`src/spmsp_params.svh`:
```
/*
 * spmsp_params.svh: register indices, field positions, reset values and counts
 * for the serial port block.
 * assumes: included by its bare name from the engine and the top module.
 */
`ifndef SPMSP_PARAMS_SVH
`define SPMSP_PARAMS_SVH

////////////////////////////////////////////////////////////////////////////////
// register indices, byte address is four times the index
`define SPMSP_IDX_IRQ_GLOBAL 8'hA8
`define SPMSP_IDX_IRQ_EN     8'hA9
`define SPMSP_IDX_PRIO_LO    8'hBA
`define SPMSP_IDX_PRIO_HI    8'hBB
`define SPMSP_IDX_CTRL       8'hBC
`define SPMSP_IDX_STAT       8'hBD
`define SPMSP_IDX_DATA       8'hBE

////////////////////////////////////////////////////////////////////////////////
// control fields
`define SPMSP_CTRL_ON        7
`define SPMSP_CTRL_ROLE      6
`define SPMSP_CTRL_CLOCK_IDLE_LEVEL      5
`define SPMSP_CTRL_SAMPLE_EDGE_SELECT      4
`define SPMSP_CTRL_SSIGN     3
`define SPMSP_CTRL_LOW_BIT_FIRST      2
`define SPMSP_CTRL_RATE_HI   1
`define SPMSP_CTRL_RATE_LO   0

// status fields
`define SPMSP_STAT_DONE      7
`define SPMSP_STAT_WRITE_COLLISION_FLAG      6
`define SPMSP_STAT_MODE_FAULT_FLAG      5
`define SPMSP_STAT_OVF       4
`define SPMSP_STAT_FULL      3
`define SPMSP_STAT_BUSY      2

// interrupt fields
`define SPMSP_GIE_BIT        7
`define SPMSP_IRQ_BIT        4

////////////////////////////////////////////////////////////////////////////////
// reset values, counts and bus response codes
`define SPMSP_RST_BYTE       8'h00
`define SPMSP_LAST_EDGE      4'hF
`define SPMSP_RESP_OKAY      2'b00
`define SPMSP_RESP_SLVERR    2'b10

`endif

```
`src/spmsp_pkg.sv`:
```
/*
 * spmsp_pkg: state types of the serial port block.
 * assumes: spmsp_params.svh on the include path.
 */
package spmsp_pkg;

    typedef enum logic {
        ENG_IDLE,
        ENG_RUN
    } spmsp_eng_state_e;

    typedef struct packed {
        spmsp_eng_state_e state;
        logic [7:0]       tx;
        logic [7:0]       rx;
        logic [7:0]       rx_byte;
        logic [3:0]       edge_cnt;
        logic [3:0]       div_cnt;
        logic             sck;
        logic             sck_prev;
        logic             out_bit;
        logic             done;
    } spmsp_eng_s;

    typedef struct packed {
        logic [7:0] ctrl;
        logic       done;
        logic       write_collision_flag;
        logic       mode_fault_flag;
        logic       ovf;
        logic       full;
        logic [7:0] rx_buf;
        logic [7:0] tx_data;
        logic       load;
        logic       gie;
        logic       irq_en;
        logic       prio_lo;
        logic       prio_hi;
        logic       aw_got;
        logic       aw_ok;
        logic [7:0] aw_idx;
        logic       w_got;
        logic [7:0] wdata;
        logic       wstrb0;
        logic       bvalid;
        logic [1:0] bresp;
        logic       rvalid;
        logic [1:0] rresp;
        logic [7:0] rdata;
    } spmsp_regs_s;

endpackage

```
`src/spmsp_eng_if.sv`:
```
/*
 * spmsp_eng_if: configuration, data and pin signals between the register
 * front end and the shift engine.
 * assumes: both ends run on the same clock.
 */
`timescale 1ns/1ps

interface spmsp_eng_if;
    logic       on;
    logic       master;
    logic       clock_idle_level;
    logic       sample_edge_select;
    logic       low_bit_first;
    logic [1:0] rate;
    logic       ss_ignore;
    logic       load;
    logic [7:0] load_data;
    logic       busy;
    logic       done;
    logic [7:0] rx_byte;
    logic       sck_s;
    logic       mosi_s;
    logic       miso_s;
    logic       ss_n_s;
    logic       sck_o;
    logic       sck_oe;
    logic       mosi_o;
    logic       mosi_oe;
    logic       miso_o;
    logic       miso_oe;

    modport ctl (
        output on, master, clock_idle_level, sample_edge_select, low_bit_first, rate, ss_ignore, load, load_data,
        output sck_s, mosi_s, miso_s, ss_n_s,
        input  busy, done, rx_byte, sck_o, sck_oe, mosi_o, mosi_oe, miso_o, miso_oe
    );

    modport eng (
        input  on, master, clock_idle_level, sample_edge_select, low_bit_first, rate, ss_ignore, load, load_data,
        input  sck_s, mosi_s, miso_s, ss_n_s,
        output busy, done, rx_byte, sck_o, sck_oe, mosi_o, mosi_oe, miso_o, miso_oe
    );
endinterface

```
`src/spmsp_engine.sv`:
```
/*
 * spmsp_engine: eight-bit shift engine, master clock generator and slave
 * edge follower.
 * assumes: pin inputs on the interface are already synchronised.
 */
`timescale 1ns/1ps
`include "spmsp_params.svh"

module spmsp_engine
    import spmsp_pkg::*;
(
    input  wire logic aclk,
    input  wire logic aresetn,
    input  wire logic ce,
    spmsp_eng_if.eng  e
);
    spmsp_eng_s eng_reg;
    spmsp_eng_s eng_next;

    function automatic logic head(input logic [7:0] v, input logic low_bit_first);
        return low_bit_first ? v[0] : v[7];
    endfunction

    logic       tick;
    logic       sel;
    logic       din;
    logic [3:0] half_m1;

    always_comb begin
        eng_next      = eng_reg;
        eng_next.done = 1'b0;
        tick          = 1'b0;
        sel           = !e.master && (e.ss_ignore || !e.ss_n_s);
        din           = e.master ? e.miso_s : e.mosi_s;
        half_m1       = 4'((4'd1 << e.rate) - 4'd1);
        if (!e.on) begin
            eng_next     = '0;
            eng_next.sck = e.clock_idle_level;
        end else begin
            if (e.load && eng_reg.state == ENG_IDLE) begin
                eng_next.tx = e.load_data;
                if (e.master) begin
                    eng_next.state   = ENG_RUN;
                    eng_next.div_cnt = half_m1;
                end
            end
            if (e.master) begin
                if (eng_reg.state == ENG_RUN) begin
                    if (eng_reg.div_cnt == 4'd0) begin
                        tick             = 1'b1;
                        eng_next.sck     = !eng_reg.sck;
                        eng_next.div_cnt = half_m1;
                    end else begin
                        eng_next.div_cnt = eng_reg.div_cnt - 4'd1;
                    end
                end else begin
                    eng_next.sck = e.clock_idle_level;
                end
            end else if (!sel) begin
                eng_next.state    = ENG_IDLE;
                eng_next.edge_cnt = 4'd0;
            end else if (e.sck_s != eng_reg.sck_prev &&
                         (eng_reg.state == ENG_RUN || e.sck_s != e.clock_idle_level)) begin
                tick = 1'b1;
            end
            eng_next.sck_prev = e.sck_s;
            if (tick) begin
                eng_next.state = ENG_RUN;
                if (eng_reg.edge_cnt[0] == e.sample_edge_select) begin
                    eng_next.rx = e.low_bit_first ? {din, eng_reg.rx[7:1]}
                                         : {eng_reg.rx[6:0], din};
                end else if (eng_reg.edge_cnt != 4'd0) begin
                    eng_next.tx = e.low_bit_first ? {1'b0, eng_reg.tx[7:1]}
                                         : {eng_reg.tx[6:0], 1'b0};
                end
                if (eng_reg.edge_cnt == `SPMSP_LAST_EDGE) begin
                    eng_next.state    = ENG_IDLE;
                    eng_next.edge_cnt = 4'd0;
                    eng_next.done     = 1'b1;
                    eng_next.rx_byte  = eng_next.rx;
                end else begin
                    eng_next.edge_cnt = eng_reg.edge_cnt + 4'd1;
                end
            end
        end
        eng_next.out_bit = head(eng_next.tx, e.low_bit_first);
    end

    always_ff @(posedge aclk) begin
        if (!aresetn) begin
            eng_reg <= '0;
        end else if (ce) begin
            eng_reg <= eng_next;
        end
    end

    assign e.busy    = (eng_reg.state == ENG_RUN);
    assign e.done    = eng_reg.done;
    assign e.rx_byte = eng_reg.rx_byte;
    assign e.sck_o   = eng_reg.sck;
    assign e.sck_oe  = e.on && e.master;
    assign e.mosi_o  = eng_reg.out_bit;
    assign e.mosi_oe = e.on && e.master;
    assign e.miso_o  = eng_reg.out_bit;
    assign e.miso_oe = e.on && sel;
endmodule // spmsp_engine

```
`src/spmsp_sync.sv`:
```
/*
 * spmsp_sync: two flip-flop synchroniser for pin inputs.
 * assumes: inputs are asynchronous to aclk.
 */
`timescale 1ns/1ps

module spmsp_sync #(
    parameter int W = 4
) (
    input  wire logic         aclk,
    input  wire logic         aresetn,
    input  wire logic         ce,
    input  wire logic [W-1:0] din,
    output logic      [W-1:0] dout
);
    typedef struct packed {
        logic [W-1:0] s1;
        logic [W-1:0] s2;
    } spmsp_sync_s;

    spmsp_sync_s sync_reg;
    spmsp_sync_s sync_next;

    always_comb begin
        sync_next.s1 = din;
        sync_next.s2 = sync_reg.s1;
    end

    always_ff @(posedge aclk) begin
        if (!aresetn) begin
            sync_reg <= '0;
        end else if (ce) begin
            sync_reg <= sync_next;
        end
    end

    assign dout = sync_reg.s2;
endmodule // spmsp_sync

```
`src/spmsp_top.sv`:
```
/*
 * spmsp_top: byte-wide serial port, master or slave, with status flags,
 * receive buffer and gated four-level interrupt request, behind AXI4-Lite.
 * assumes: one clock aclk, synchronous active low reset, pins async.
 */
// The AXI4-Lite slave port was chosen for this implementation.
`timescale 1ns/1ps
`include "spmsp_params.svh"

module spmsp_top
    import spmsp_pkg::*;
#(
    parameter int ADDR_W = 12
) (
    input  wire logic              aclk,
    input  wire logic              aresetn,
    input  wire logic              ce,
    input  wire logic [ADDR_W-1:0] s_axi_awaddr,
    input  wire logic              s_axi_awvalid,
    output logic                   s_axi_awready,
    input  wire logic [31:0]       s_axi_wdata,
    input  wire logic [3:0]        s_axi_wstrb,
    input  wire logic              s_axi_wvalid,
    output logic                   s_axi_wready,
    output logic [1:0]             s_axi_bresp,
    output logic                   s_axi_bvalid,
    input  wire logic              s_axi_bready,
    input  wire logic [ADDR_W-1:0] s_axi_araddr,
    input  wire logic              s_axi_arvalid,
    output logic                   s_axi_arready,
    output logic [31:0]            s_axi_rdata,
    output logic [1:0]             s_axi_rresp,
    output logic                   s_axi_rvalid,
    input  wire logic              s_axi_rready,
    input  wire logic              sck_i,
    output logic                   sck_o,
    output logic                   sck_oe,
    input  wire logic              mosi_i,
    output logic                   mosi_o,
    output logic                   mosi_oe,
    input  wire logic              miso_i,
    output logic                   miso_o,
    output logic                   miso_oe,
    input  wire logic              ss_n_i,
    input  wire logic              irq_ack,
    output logic                   irq_req,
    output logic [1:0]             irq_level
);

    ////////////////////////////////////////////////////////////////////////////
    // pin synchroniser and shift engine

    spmsp_eng_if eng_if ();

    logic [3:0] pins_s;

    spmsp_sync #(
        .W (4)
    ) u_sync (
        .aclk    (aclk),
        .aresetn (aresetn),
        .ce      (ce),
        .din     ({sck_i, mosi_i, miso_i, ss_n_i}),
        .dout    (pins_s)
    );

    spmsp_engine u_engine (
        .aclk    (aclk),
        .aresetn (aresetn),
        .ce      (ce),
        .e       (eng_if.eng)
    );

    spmsp_regs_s r_reg;
    spmsp_regs_s r_next;

    assign eng_if.sck_s     = pins_s[3];
    assign eng_if.mosi_s    = pins_s[2];
    assign eng_if.miso_s    = pins_s[1];
    assign eng_if.ss_n_s    = pins_s[0];
    assign eng_if.on        = r_reg.ctrl[`SPMSP_CTRL_ON];
    assign eng_if.master    = r_reg.ctrl[`SPMSP_CTRL_ROLE];
    assign eng_if.clock_idle_level      = r_reg.ctrl[`SPMSP_CTRL_CLOCK_IDLE_LEVEL];
    assign eng_if.sample_edge_select      = r_reg.ctrl[`SPMSP_CTRL_SAMPLE_EDGE_SELECT];
    assign eng_if.ss_ignore = r_reg.ctrl[`SPMSP_CTRL_SSIGN];
    assign eng_if.low_bit_first      = r_reg.ctrl[`SPMSP_CTRL_LOW_BIT_FIRST];
    assign eng_if.rate      = r_reg.ctrl[`SPMSP_CTRL_RATE_HI:`SPMSP_CTRL_RATE_LO];
    assign eng_if.load      = r_reg.load;
    assign eng_if.load_data = r_reg.tx_data;

    assign sck_o   = eng_if.sck_o;
    assign sck_oe  = eng_if.sck_oe;
    assign mosi_o  = eng_if.mosi_o;
    assign mosi_oe = eng_if.mosi_oe;
    assign miso_o  = eng_if.miso_o;
    assign miso_oe = eng_if.miso_oe;

    ////////////////////////////////////////////////////////////////////////////
    // address decode

    function automatic logic idx_ok(input logic [ADDR_W-1:0] a);
        logic [7:0] i;
        i = a[9:2];
        return (a[ADDR_W-1:10] == '0) &&
               (i == `SPMSP_IDX_IRQ_GLOBAL || i == `SPMSP_IDX_IRQ_EN ||
                i == `SPMSP_IDX_PRIO_LO || i == `SPMSP_IDX_PRIO_HI ||
                i == `SPMSP_IDX_CTRL || i == `SPMSP_IDX_STAT ||
                i == `SPMSP_IDX_DATA);
    endfunction

    function automatic logic [7:0] status_byte(input spmsp_regs_s r,
                                               input logic busy);
        logic [7:0] s;
        s = `SPMSP_RST_BYTE;
        s[`SPMSP_STAT_DONE] = r.done;
        s[`SPMSP_STAT_WRITE_COLLISION_FLAG] = r.write_collision_flag;
        s[`SPMSP_STAT_MODE_FAULT_FLAG] = r.mode_fault_flag;
        s[`SPMSP_STAT_OVF]  = r.ovf;
        s[`SPMSP_STAT_FULL] = r.full;
        s[`SPMSP_STAT_BUSY] = busy;
        return s;
    endfunction

    ////////////////////////////////////////////////////////////////////////////
    // bus handshakes

    assign s_axi_awready = !r_reg.aw_got && !r_reg.bvalid;
    assign s_axi_wready  = !r_reg.w_got && !r_reg.bvalid;
    assign s_axi_arready = !r_reg.rvalid;
    assign s_axi_bvalid  = r_reg.bvalid;
    assign s_axi_bresp   = r_reg.bresp;
    assign s_axi_rvalid  = r_reg.rvalid;
    assign s_axi_rresp   = r_reg.rresp;
    assign s_axi_rdata   = {24'h00_0000, r_reg.rdata};

    ////////////////////////////////////////////////////////////////////////////
    // next state

    logic       do_wr;
    logic       do_rd;
    logic [7:0] rd_idx;
    logic [7:0] wv;
    logic       clr_done;
    logic       clr_write_collision_flag;
    logic       clr_mode_fault_flag;
    logic       clr_ovf;
    logic       clr_full;
    logic       set_write_collision_flag;
    logic       set_mode_fault_flag;
    logic       data_rd;
    logic       data_wr;

    always_comb begin
        r_next      = r_reg;
        r_next.load = 1'b0;
        rd_idx      = s_axi_araddr[9:2];
        wv          = r_reg.wdata;
        clr_done    = irq_ack;
        clr_write_collision_flag    = 1'b0;
        clr_mode_fault_flag    = 1'b0;
        clr_ovf     = 1'b0;
        clr_full    = 1'b0;
        set_write_collision_flag    = 1'b0;
        data_rd     = 1'b0;
        data_wr     = 1'b0;

        if (s_axi_awvalid && s_axi_awready) begin
            r_next.aw_got = 1'b1;
            r_next.aw_ok  = idx_ok(s_axi_awaddr);
            r_next.aw_idx = s_axi_awaddr[9:2];
        end
        if (s_axi_wvalid && s_axi_wready) begin
            r_next.w_got  = 1'b1;
            r_next.wdata  = s_axi_wdata[7:0];
            r_next.wstrb0 = s_axi_wstrb[0];
        end
        if (r_reg.bvalid && s_axi_bready) begin
            r_next.bvalid = 1'b0;
        end
        if (r_reg.rvalid && s_axi_rready) begin
            r_next.rvalid = 1'b0;
        end

        // register write once address and data are both held
        do_wr = r_reg.aw_got && r_reg.w_got && !r_reg.bvalid;
        if (do_wr) begin
            r_next.aw_got = 1'b0;
            r_next.w_got  = 1'b0;
            r_next.bvalid = 1'b1;
            r_next.bresp  = r_reg.aw_ok ? `SPMSP_RESP_OKAY : `SPMSP_RESP_SLVERR;
            if (r_reg.aw_ok && r_reg.wstrb0) begin
                case (r_reg.aw_idx)
                    `SPMSP_IDX_IRQ_GLOBAL: begin
                        r_next.gie = wv[`SPMSP_GIE_BIT];
                    end
                    `SPMSP_IDX_IRQ_EN: begin
                        r_next.irq_en = wv[`SPMSP_IRQ_BIT];
                    end
                    `SPMSP_IDX_PRIO_LO: begin
                        r_next.prio_lo = wv[`SPMSP_IRQ_BIT];
                    end
                    `SPMSP_IDX_PRIO_HI: begin
                        r_next.prio_hi = wv[`SPMSP_IRQ_BIT];
                    end
                    `SPMSP_IDX_CTRL: begin
                        r_next.ctrl = wv;
                    end
                    `SPMSP_IDX_STAT: begin
                        clr_done = clr_done || !wv[`SPMSP_STAT_DONE];
                        clr_write_collision_flag = !wv[`SPMSP_STAT_WRITE_COLLISION_FLAG];
                        clr_mode_fault_flag = !wv[`SPMSP_STAT_MODE_FAULT_FLAG];
                        clr_ovf  = !wv[`SPMSP_STAT_OVF];
                        clr_full = !wv[`SPMSP_STAT_FULL];
                    end
                    `SPMSP_IDX_DATA: begin
                        data_wr = 1'b1;
                    end
                    default: begin
                        r_next.bresp = `SPMSP_RESP_SLVERR;
                    end
                endcase
            end
        end

        // data write: load when idle, collision when busy
        if (data_wr) begin
            if (eng_if.busy) begin
                set_write_collision_flag = 1'b1;
            end else begin
                clr_write_collision_flag       = 1'b1;
                r_next.tx_data = wv;
                r_next.load    = 1'b1;
            end
        end

        // register read
        do_rd = s_axi_arvalid && s_axi_arready;
        if (do_rd) begin
            r_next.rvalid = 1'b1;
            r_next.rresp  = `SPMSP_RESP_OKAY;
            r_next.rdata  = `SPMSP_RST_BYTE;
            if (!idx_ok(s_axi_araddr)) begin
                r_next.rresp = `SPMSP_RESP_SLVERR;
            end else begin
                case (rd_idx)
                    `SPMSP_IDX_IRQ_GLOBAL: begin
                        r_next.rdata[`SPMSP_GIE_BIT] = r_reg.gie;
                    end
                    `SPMSP_IDX_IRQ_EN: begin
                        r_next.rdata[`SPMSP_IRQ_BIT] = r_reg.irq_en;
                    end
                    `SPMSP_IDX_PRIO_LO: begin
                        r_next.rdata[`SPMSP_IRQ_BIT] = r_reg.prio_lo;
                    end
                    `SPMSP_IDX_PRIO_HI: begin
                        r_next.rdata[`SPMSP_IRQ_BIT] = r_reg.prio_hi;
                    end
                    `SPMSP_IDX_CTRL: begin
                        r_next.rdata = r_reg.ctrl;
                    end
                    `SPMSP_IDX_STAT: begin
                        r_next.rdata = status_byte(r_reg, eng_if.busy);
                    end
                    `SPMSP_IDX_DATA: begin
                        r_next.rdata = r_reg.rx_buf;
                        data_rd      = 1'b1;
                    end
                    default: begin
                        r_next.rresp = `SPMSP_RESP_SLVERR;
                    end
                endcase
            end
        end

        // mode fault: master, select pin used and driven low
        set_mode_fault_flag = r_reg.ctrl[`SPMSP_CTRL_ON] && r_reg.ctrl[`SPMSP_CTRL_ROLE] &&
                   !r_reg.ctrl[`SPMSP_CTRL_SSIGN] && !eng_if.ss_n_s;
        if (set_mode_fault_flag) begin
            r_next.ctrl[`SPMSP_CTRL_ON]   = 1'b0;
            r_next.ctrl[`SPMSP_CTRL_ROLE] = 1'b0;
        end

        if (eng_if.done) begin
            r_next.rx_buf = eng_if.rx_byte;
        end

        // flags: a set in the same cycle as a clear wins
        r_next.done = eng_if.done || (r_reg.done && !clr_done);
        r_next.write_collision_flag = set_write_collision_flag || (r_reg.write_collision_flag && !clr_write_collision_flag);
        r_next.mode_fault_flag = set_mode_fault_flag || (r_reg.mode_fault_flag && !clr_mode_fault_flag);
        r_next.ovf  = (eng_if.done && r_reg.full) ||
                      (r_reg.ovf && !clr_ovf && !data_rd);
        r_next.full = eng_if.done ||
                      (r_reg.full && !clr_full && !data_rd);
    end

    always_ff @(posedge aclk) begin
        if (!aresetn) begin
            r_reg <= '0;
        end else if (ce) begin
            r_reg <= r_next;
        end
    end

    ////////////////////////////////////////////////////////////////////////////
    // interrupt request and level

    assign irq_req   = r_reg.gie && r_reg.irq_en &&
                       (r_reg.done || r_reg.mode_fault_flag);
    assign irq_level = {r_reg.prio_hi, r_reg.prio_lo};

endmodule // spmsp_top

```
`config.mk`:
```
export PLATFORM = sky130hd
export DESIGN_NAME = spmsp_top
export DESIGN_NICKNAME = d
export VERILOG_FILES = /design/src/spmsp_pkg.sv /design/src/spmsp_eng_if.sv /design/src/spmsp_engine.sv /design/src/spmsp_sync.sv /design/src/spmsp_top.sv
export VERILOG_INCLUDE_DIRS = /design/src
export SDC_FILE = /design/constraint.sdc
export NUM_CORES = 1
export LEC_CHECK = 0
export BUFFER_PORTS_ARGS = -buffer_cell sky130_fd_sc_hd__buf_2
export CAP_MARGIN = 15
export CORE_MARGIN = 2
export CORE_UTILIZATION = 50
export CTS_BUF_LIST = sky130_fd_sc_hd__clkbuf_16
export CTS_CLUSTER_DIAMETER = 100
export DETAILED_ROUTE_END_ITERATION = 8
export HOLD_SLACK_MARGIN = 0.1
export PLACE_DENSITY = 0.74
export SLEW_MARGIN = 25
export SYNTH_ARGS = -nofsm -noshare
export SYNTH_HDL_FRONTEND = slang
export SYNTH_SLANG_ARGS = --single-unit
```
`constraint.sdc`:
```
create_clock -name aclk -period 2.95 [get_ports aclk]
set_clock_uncertainty 0.15 [all_clocks]
set_input_delay 0.1475 -clock aclk [delete_from_list [all_inputs] [get_ports aclk]]
set_output_delay 0.1475 -clock aclk [all_outputs]
set_load 0.005 [all_outputs]
```
; Word level (Yosys, flattened, before mapping)
; Cells that the tools add are included.
[word_totals]
register_bits = 113
latchBits = 0
mem_bits_rw = 0
rom_bits = 0
inputBits = 73
output_inout_bits = 50
word_cells = 258
mem_count = 0
[op_classes]
n_addsub = 3
n_mul = 0
div = 0
order_cmp = 0
n_eq_ne = 31
n_shift = 1
n_mux = 83
n_bitwise = 1
n_reduce_logical = 102
[ops]
columns = cell, n
row1 = $eq 8x8->1 const B, 21
row2 = $mux 8, 10
row3 = $mux 1, 48
row4 = $mux 35, 1
row5 = $logic_and 1x1->1, 29
row6 = $mux 29, 1
row7 = $mux 4, 7
row8 = $reduce_and 4->1, 6
row9 = $logic_or 1x1->1, 21
row10 = $mux 10, 2
row11 = $reduce_and 2->1, 10
row12 = $logic_not 1->1, 19
row13 = $reduce_bool 2->1, 7
row14 = $reduce_or 7->1, 2
row15 = $mux 2, 6
row16 = $pmux 4 s3, 1
row17 = $reduce_and 3->1, 4
row18 = $mux 11, 1
row19 = $mux 9, 1
row20 = $sub 4x1->4 const B, 2
row21 = $ne 3x3->1 const B, 2
row22 = $pmux 1 s6, 1
row23 = $pmux 2 s3, 1
row24 = $mux 5, 1
row25 = other kinds (14), 17

; Logic depth before layout (Yosys ltp)
; Gate-level depths: netlist (run 1).
[logic_depth]
ltp_word = 13
depth_mapped = 9
ltp_nobuf = 7

; Hierarchy
; From an unflattened synthesis (run 1), not the netlist that was laid out.
[hier_totals]
cells_unflattened = 691
hier_area_um2 = 6050.8
[by_module_without_submodules]
columns = mod, n_inst, cells_per_inst, area_each_um2, seq_area_each_um2
row1 = spmsp_top, 1, 394, 3414.5, 1321.3
row2 = spmsp_engine, 1, 272, 2334.7, 740.7
row3 = spmsp_sync, 1, 25, 301.5, 160.2

; Least setup slack after synthesis (run 1)
; Ideal clock, no wire load.
[synth_timing]
path_type = register to register
startpoint = reg u_engine.eng_reg[4] (netlist name)
endpoint = reg u_engine.eng_reg[9] (netlist name)
setup_time_ns = 0.070
t_arrival_ns = 1.880
required_ns = 2.730
setup_slack_ns = 0.849
stages_incl_launch_ff = 9
path_buffers = 1
period_less_slack_ns = 2.101
cell_sequence = dfxtp_1 inv_1 ha_1 or3b_1 buf_6 o21ai_4 a22oi_2 or4_1 a21oi_1
[synth_via]
elab_chain_cells = 7
word_cells_on_any_way = 10
cone_classes = eq/ne: 2 / mux: 6 / reduce/logical: 2
[synth_lines]
columns = element, line_no
row1 = "start, declared", spmsp_engine.sv:17  ; spmsp_eng_s eng_reg;
row2 = "start signal, assigned", spmsp_engine.sv:93  ; eng_reg <= eng_next;
row3 = $logic_not 4->1 (*), spmsp_engine.sv:49  ; if (eng_reg.div_cnt == 4'd0) begin
row4 = $mux 1 (*), spmsp_engine.sv:49
row5 = $mux 1 (*), spmsp_engine.sv:48  ; if (eng_reg.state == ENG_RUN) begin
row6 = $mux 1 (*), spmsp_engine.sv:47  ; if (e.master) begin
row7 = $mux 1 (*), spmsp_engine.sv:36  ; if (!e.on) begin
row8 = $ne 3x3->1 (no source line) (tied with other cells), n/a
row9 = $reduce_and 3->1 (no source line) / $mux 35 (equally long branches), n/a
; Every way passes the cells marked *; elsewhere a longest branch is shown, timed or not. The select of a mux whose other input is x is not followed.
; A chain may end at the register's enable or synchronous reset.

; Worst setup path after layout (run 1)
[layout_timing]
startpoint = in ce
endpoint = reg r_reg, in the netlist s_axi_rdata[1]
[layout_via]
elab_chain_cells = 1
[layout_lines]
columns = element, line_no
row1 = "start, declared", spmsp_top.sv:17  ; input wire logic ce,
row2 = $reduce_and 2->1 (no source line), n/a
row3 = "end signal, assigned", spmsp_top.sv:301  ; r_reg <= r_next;
row4 = "end, declared", spmsp_top.sv:74  ; spmsp_regs_s r_reg;
; No other way between the ends.

==> results_dict.tcl, run 1 <==
set metrics [dict create \
    area_growth_pct 15.29 \
    crit_path_end_kind "flop" \
    io_buffers 65 \
    vias 5170 \
    arrival_ns 2.73 \
    worst_slew_margin_rel_pct 51.50 \
    grt_pass1_vias 4855 \
    p_leak_nw 2.673 \
    start_util_pct 51.80 \
    wl_mm 14.33 \
    synth_area_leader_cell "dfxtp_1" \
    cap_viol_max_count 0 \
    rsz0062_at_grt "false" \
    critPathLaunchType "input port" \
    grt_usage_pct 22.84 \
    yosysSeqAreaShare_pct 39.23 \
    nets 839 \
    post-route-period-util_pct 88.22 \
    rows 38 \
    outcome "complete, no violations" \
    grt_pass1_wl_mm 23.29 \
    power_density_nw_per_um2 451.8 \
    ys_ff_latch 111 \
    drv_slew 0 \
    antenna_found_initial 0 \
    ios 123 \
    final_cell_mix "111 x dfxtp_1, 109 x nand2_1, 65 x buf_2" \
    cts_tree "built" \
    crit_required_ns 3.08 \
    dp_hpwl_mm 9.872 \
    clock_path_buffers 2 \
    setup_tns_ns 0 \
    hold_class "in -> reg" \
    drive_gt1_share_pct 13.45 \
    syn_avg_cell_area_um2 8.221 \
    crit_path_max_fanout 24 \
    fmax_ghz 0.3842 \
    detail_route.first_pass.iterations 5 \
    ys.flop_type "dfxtp_1" \
    async_reset_ff_share_pct 0 \
    synth_area_um2 5664 \
    synth-edff-count 0 \
    route.antenna.remaining_nets 0 \
    die_height_um 110.4 \
    largest_reg_flops 27 \
    post-cts-setup-buffers 0 \
    path_class "in -> reg" \
    die-area_um2 12200 \
    insertion_delay_ns 0.35 \
    core_um2 10940 \
    grt_start_max_net_pins 61 \
    ir_drop_mv 0.4202 \
    antenna_cells 0 \
    wl_per_cell_um 15.81 \
    ys_warn_count 0 \
    synth_cell_type_count 65 \
    drc 0 \
    setup-violations-final 0 \
    hold_viol 0 \
    htreeDepth 3 \
    cts.reportedPaths.clkPinSlew_ns 0.07 \
    gr-total-overflow 0 \
    min_period_ns 2.603 \
    tightest_slew_ns 0.7275 \
    drt_iter0_markers 359 \
    cts-root-buf "clkbuf_16" \
    synth_top_area_share_pct 39.23 \
    numClockSinks 111 \
    final_common_cell "dfxtp_1" \
    routabilityCongestion 0.8337 \
    total_power_mw 2.950 \
    via_per_inst 5.706 \
    cts_buffers 9 \
    syn-instance-count 689 \
    synthTopCellsByArea "dfxtp_1 39%, mux2i_1 9.9%, nand2_1 7.2%, buf_4 5.6%, a21oi_1 4.9%" \
    die_w_um 110.4 \
]
[where the power goes]
| part | switching [mW] | leakage, nW | internal [mW] |
|---|---|---|---|
| sequential | 0.0248 | 0.898 | 1.52 |
| clock | 0.542 | 0.141 | 0.653 |
| combinational | 0.120 | 1.63 | 0.0914 |
[cell usage after synthesis (2+ instances only)]
library cell / instances
nor4_1: 6
a21oi_1: 55
a31o_2: 2
nand2b_1: 6
nand4_1: 6
a21boi_0: 2
o221ai_1: 2
inv_2: 2
nor3_1: 11
o22ai_1: 3
o21ai_0: 42
and3_1: 6
inv_1: 16
buf_1: 4
nand3b_1: 4
nor2b_1: 7
mux2i_1: 56
nor3b_1: 3
a32oi_1: 2
a221o_1: 2
a2111oi_0: 2
o211a_1: 2
nand3_1: 21
buf_2: 3
a211oi_1: 5
o2bb2ai_1: 4
nand4b_1: 3
nor2_1: 56
o31ai_1: 2
ha_1: 4
and4b_1: 4
dfxtp_1: 111
clkbuf_1: 24
and2_1: 3
nand2_1: 109
buf_4: 42
a32o_1: 10
mux2_2: 4
a31oi_1: 8
xnor2_1: 2
a22o_1: 8
a22oi_1: 2
[repair_timing]
action / CTS / global route
hold buffers: 34 / 0
hold endpoints to repair: 33 / 0
gates resized for setup: 0 / 0
[cells by family (layout without fill, tap and decap cells)]
logic type,count (synthesis),in the layout,share of synthesized area (%)
AOI/OAI and AO/OA,165,165,18.86
xor gates and xnor gates,3,3,0.4640
adders and majority gates,4,4,0.8836
buffers and inverters,93,145,9.145
DFF,111,111,39.23
muxes,60,60,10.69
other,1,26,0.06621
and+or+nand+nor,252,252,20.65
[stage by stage]
stage	hold WS, ns	area (um2)	setup WS [ns]	std cells	util, %
after global routing	0.1616	6530	0.1864	906	59.71
after global placement	0.2324	5902	0.5453	857	53.97
final	0.1224	6530	0.3475	906	59.71
after CTS	0.1227	6530	0.3467	906	59.71
after detailed placement	0.2398	5902	0.5437	857	53.97
after floorplan	0.1335	5758	0.8493	714	-
[final cells by class]
type                       count  area, um2
clock buffer                   9      225.2
clock inverter                 6      62.56
fill                         972       4405
inverter                      19      71.32
multi-input combinational    510       3018
sequential                   111       2222
tap                          140      175.2
timing repair buffer         111      755.7
[routing by layer]
metal  vias up  track usage [%]  part of all wire, %
met4         0            6.083                  1.5
met1      2442            29.45                   44
met5         -                0                    0
li1       2534                -                    -
met2       168            39.35                   49
met3        26            4.171                  5.2
[worst max-delay path: stages]
cell and delay, ns:
dlygate4sd3_1 0.52, buf_2 0.23, buf_4 0.36, nand2_1 0.28
nor3_1 0.39, dlygate4sd3_1 0.61, a32oi_1 0.08, nor2_1 0.09
[path summary, 6_finish.rpt]
kind | start | endpoint | slack (ns) | cells past startpoint
worst max register to register | u_engine.eng_reg[4] | u_engine.eng_reg[34] | 0.39 | 7
worst min register to register | r_reg[30] | r_reg[30] | 0.31 | 2
worst max-delay path | ce | s_axi_rdata[1] | 0.35 | 8
worst min-delay path | s_axi_araddr[6] | s_axi_rdata[4] | 0.12 | 4
Power figures use the tool's default switching activity.
==> inputs of run 2 (changes only) <==
Settings changed: CORE_UTILIZATION 50 to 36, PLACE_DENSITY 0.74 to unset.
==> results_dict.tcl, run 2 (synthesis results as in run 1) <==
set metrics [dict create \
    setup_ws_ns 0.4389 \
    gr-total-overflow 0 \
    rsz0062_at_grt "false" \
    htreeDepth 3 \
    drt_iter0_markers 276 \
    outcome "complete, no violations" \
    start_util_pct 36.99 \
    fmax_ghz 0.3982 \
    reg2reg_from "u_engine.eng_reg[4]" \
    largest_reg_flops 27 \
    design_area_um2 6670 \
    hold_viol 0 \
    clock_path_buffers 2 \
    path_class "reg -> reg" \
    drv_slew 0 \
    wl_per_cell_um 14.67 \
    crit_path_end_kind "flop" \
    core_um2 15310 \
    switching_share_pct 23.77 \
    grt_usage_pct 17.50 \
    reg2reg_depth 7 \
    die-area_um2 16750 \
    crit_required_ns 3.03 \
    area_growth_pct 17.76 \
    antenna_cells 0 \
    arrival_ns 2.59 \
    setup_tns_ns 0 \
    fin_hold_ws_ns 0.1261 \
    power_frac_comb_pct 7.2 \
    setup-violations-final 0 \
    ios 123 \
    min_period_ns 2.511 \
    cap_viol_max_count 0 \
    place_ws_ns 0.4627 \
    via_per_inst 5.121 \
    die_w_um 129.4 \
    tightest_slew_ns 0.7303 \
    reg2reg_slack_ns 0.44 \
    clkPwrFrac_pct 41.0 \
    cts_resized 0 \
    drive_gt1_share_pct 13.99 \
    multi_input_area_um2 3018 \
    io_buffers 65 \
    critPathLaunchType "flop" \
    r2r-end "u_engine.eng_reg[28]" \
    p_leak_nw 2.687 \
    worstSetupEndpoint "u_engine.eng_reg[28]" \
    rows 45 \
    final_cell_mix "111 x dfxtp_1, 109 x nand2_1, 65 x buf_2" \
    detail_route.first_pass.iterations 5 \
    dp_hpwl_mm 9.985 \
    power.internal_mw 2.274 \
    worst_slew_margin_rel_pct 51.31 \
    cts-root-buf "clkbuf_16" \
    place_area_um2 6013 \
    wl_mm 14.42 \
    regArea_um2 2222 \
    hold_class "in -> reg" \
    p_seq_share_pct 51.7 \
    cts_buffers 9 \
    numClockSinks 111 \
    die_height_um 129.4 \
    nets 844 \
    drc 0 \
    cts_tree "built" \
    route.antenna.remaining_nets 0 \
    grt_pass1_wl_mm 23.30 \
    final_common_cell "dfxtp_1" \
    insertion_delay_ns 0.35 \
    routabilityCongestion 0.8391 \
    fill_cells 1579 \
    ir_drop_mv 0.2790 \
    total_power_mw 2.982 \
    grt_pass1_vias 4672 \
    crit_path_max_fanout 9 \
    switchingPower_mw 0.7088 \
    vias 5034 \
    post-route-period-util_pct 85.12 \
    cts.reportedPaths.clkPinSlew_ns 0.07 \
    power_density_nw_per_um2 447.1 \
    setup.worst_path.start "u_engine.eng_reg[4]" \
    grt_start_max_net_pins 55 \
    antenna_found_initial 0 \
]
-- run 2: changes by cell type in the layout (fill, tap and decap cells not counted) --
| cell | change |
|---|---|
| clkinv_1 | -1 |
| clkinv_2 | +1 |
| inv_6 | +1 |
| buf_4 | +3 |
| clkinvlp_4 | +1 |
| dlygate4sd3_1 | +2 |
| clkinv_4 | -1 |
-- run 2: per-layer routing --
metal,part of all wire (%),track usage (%),wire length (um)
met5,0,0,0
met4,2.1,5.187,308
met2,45,28.20,6516
met1,48,24.01,6900
met3,4.8,3.179,695
-- run 2: cell type report --
cell class              instances  share of cell area (%)
clock buffers                   9                   3.376
clock inverters                 7                   1.069
inverters                      19                   1.069
multi-input cells             510                   45.24
flip-flops and latches        111                   33.31
well taps                     211                   3.958
repair buffers                116                   11.97
-- run 2: metrics by stage --
| stage | cells | utilization [%] |
|---|---|---|
| after floorplan | 714 | - |
| after global placement | 931 | 39.26 |
| after detailed placement | 931 | 39.26 |
| after CTS | 983 | 43.55 |
| after global routing | 983 | 43.55 |
| final | 983 | 43.55 |
-- run 2: worst min path at each step --
stage | from | cells past startpoint | end
after floorplan | s_axi_awaddr[8] | 2 | r_reg[30]
after global placement | ss_n_i | 3 | u_sync.sync_next[0]
after detailed placement | ss_n_i | 3 | u_sync.sync_next[0]
after CTS | s_axi_awaddr[10] | 6 | r_reg[32]
after global routing | s_axi_arvalid | 4 | s_axi_rresp[1]
final | s_axi_araddr[6] | 4 | s_axi_rdata[4]
-- run 2: critical path: stages (launching register included) --
cell,delay (ns)
dfxtp_1,0.40
inv_1,0.08
ha_1,0.23
or3b_1,0.41
nor2_1,0.12
a21oi_1,0.51
nor2_1,0.16
a221o_1,0.34
-- run 2: what timing repair did --
| item | in CTS | in global routing |
|---|---|---|
| hold buffers | 36 | 0 |
| endpoints found under the hold margin | 34 | 0 |
| setup buffers | 0 | 0 |
-- run 2: power groups by stage --
| stage | Sequential (mW) | Combinational, mW | Clock [mW] |
|---|---|---|---|
| after floorplan | 1.57 | 0.135 | 0 |
| after global placement | 1.58 | 0.177 | 0 |
| after detailed placement | 1.58 | 0.178 | 0 |
| after CTS | 1.54 | 0.213 | 1.25 |
| after global routing | 1.55 | 0.243 | 1.31 |
| final | 1.54 | 0.216 | 1.22 |
==> inputs of run 3 (changes only) <==
Settings changed: CTS_BUF_LIST sky130_fd_sc_hd__clkbuf_16 to unset.
==> results_dict.tcl, run 3 (synthesis results as in run 1) <==
set metrics [dict create \
    outcome "complete, no violations" \
    cts_tree "built" \
    use_met2_pct 28.20 \
    drc 0 \
    detail_route.first_pass.iterations 5 \
    critical_path.cell_chain "inv_1, ha_1, or3b_1, nor2_1, a21oi_1, nor2_1, a221o_1" \
    antenna_found_initial 0 \
    clock_path_buffers 2 \
    place_ws_ns 0.4627 \
    dp_hpwl_mm 9.985 \
    setup.worst_path.start "u_engine.eng_reg[4]" \
    drv_slew 0 \
    ctsHoldBuffers 36 \
    rsz0062_at_grt "false" \
    crit_path_end_kind "flop" \
    final_cell_mix "111 x dfxtp_1, 109 x nand2_1, 65 x buf_2" \
    reg2reg_depth 7 \
    hold_class "in -> reg" \
    drt_iter0_markers 274 \
    slowest_stage "a21oi_1" \
    critPathLaunchType "flop" \
    min_period_ns 2.512 \
    htreeDepth 3 \
    crit_required_ns 3.03 \
    reg2reg_from "u_engine.eng_reg[4]" \
    worst_slew_margin_rel_pct 51.31 \
    grt_pass1_wl_mm 23.30 \
    setup-violations-final 0 \
    wl_mm 14.48 \
    wl_per_cell_um 14.73 \
    cap_viol_max_count 0 \
    cts-root-buf "clkbuf_16" \
    via_per_inst 5.115 \
    min_from "s_axi_araddr[6]" \
    cts.reportedPaths.clkPinSlew_ns 0.07 \
    io_buffers 65 \
    gr-total-overflow 0 \
    largest_reg_flops 27 \
    top_usage_layer "met2" \
    tightest_slew_ns 0.7303 \
    grt_start_max_net_pins 55 \
    max_stage_delay_ns 0.51 \
    grt_usage_pct 17.50 \
    grt_use_met3_pct 3.179 \
    critPathBufInv 1 \
    drive_gt1_share_pct 13.99 \
    post-route-period-util_pct 85.14 \
    setup_ws_ns 0.4384 \
    arrival_ns 2.59 \
    cts_resized 0 \
    path_class "reg -> reg" \
    setup_tns_ns 0 \
    ir_drop_mv 0.2791 \
    cpLargestDelayFamily "compound AO/OA/AOI/OAI gates" \
    cts_buffers 9 \
    p_leak_nw 2.683 \
    power_density_nw_per_um2 447.6 \
    cpMostUsedCell "nor2_1" \
    route.antenna.remaining_nets 0 \
    holdPathEnd "s_axi_rdata[4]" \
    reg2reg_slack_ns 0.44 \
    routabilityCongestion 0.8391 \
    die_height_um 129.4 \
    vias 5028 \
    ios 123 \
    crit_path_max_fanout 9 \
    numClockSinks 111 \
    post-cts-setup-buffers 0 \
    grt.met1_usage_pct 24.01 \
    grt_pass1_vias 4672 \
    final_common_cell "dfxtp_1" \
    start_util_pct 36.99 \
    area_growth_pct 17.76 \
    die-area_um2 16750 \
    r2r-end "u_engine.eng_reg[28]" \
    hold_path_depth 4 \
    antenna_cells 0 \
    die_w_um 129.4 \
    rows 45 \
    fmax_ghz 0.3981 \
    hold_viol 0 \
    nets 844 \
    core_um2 15310 \
    insertion_delay_ns 0.35 \
]
## run 3: worst min-delay path, delay by kind of cell
family | cells | cell delay [ns]
buffers and inverters | 1 | 0.14
AO/OA/AOI/OAI | 1 | 0.14
AND/OR/NAND/NOR | 2 | 0.16
## run 3: power by group
part	total, mW	switching, mW	internal (mW)
Sequential	1.54	0.0243	1.52
Clock	1.23	0.562	0.664
Combinational	0.216	0.122	0.0942
Total	2.99	0.708	2.28
## run 3: final cells by class
cell class                 count  area [um2]
sequential                   111        2222
inverter                      19       71.32
multi-input combinational    510        3018
clock buffer                  10       229.0
fill                        1579        8645
tap                          211       264.0
clock inverter                 6       67.56
timing repair buffer         116       798.3
## run 3: layer usage
metal | up-vias | wire [um]
li1 | 2542 | -
met1 | 2325 | 6914
met2 | 141 | 6548
met3 | 20 | 733
met4 | 0 | 284
met5 | - | 0
## run 3: metrics by stage
step	instance area (um2)	power, mW	instances	hold slack [ns]	util [%]
2_1_floorplan	5758	1.704	714	0.1335	-
3_3_place_gp	6013	1.754	931	0.2334	39.26
3_5_place_dp	6013	1.755	931	0.2410	39.26
4_1_cts	6670	3.012	983	0.1043	43.55
5_1_grt	6670	3.105	983	0.1489	43.55
6_report	6670	2.985	983	0.1258	43.55
## run 3: worst max path at each step
stage          depth (start not counted)  slack [ns]                    to
2_1_floorplan                          8        0.85   u_engine.eng_reg[9]
3_3_place_gp                           7        0.50  u_engine.eng_reg[28]
3_5_place_dp                           7        0.46  u_engine.eng_reg[35]
4_1_cts                                7        0.45  u_engine.eng_reg[28]
5_1_grt                                7        0.24  u_engine.eng_reg[31]
6_report                               7        0.44  u_engine.eng_reg[28]
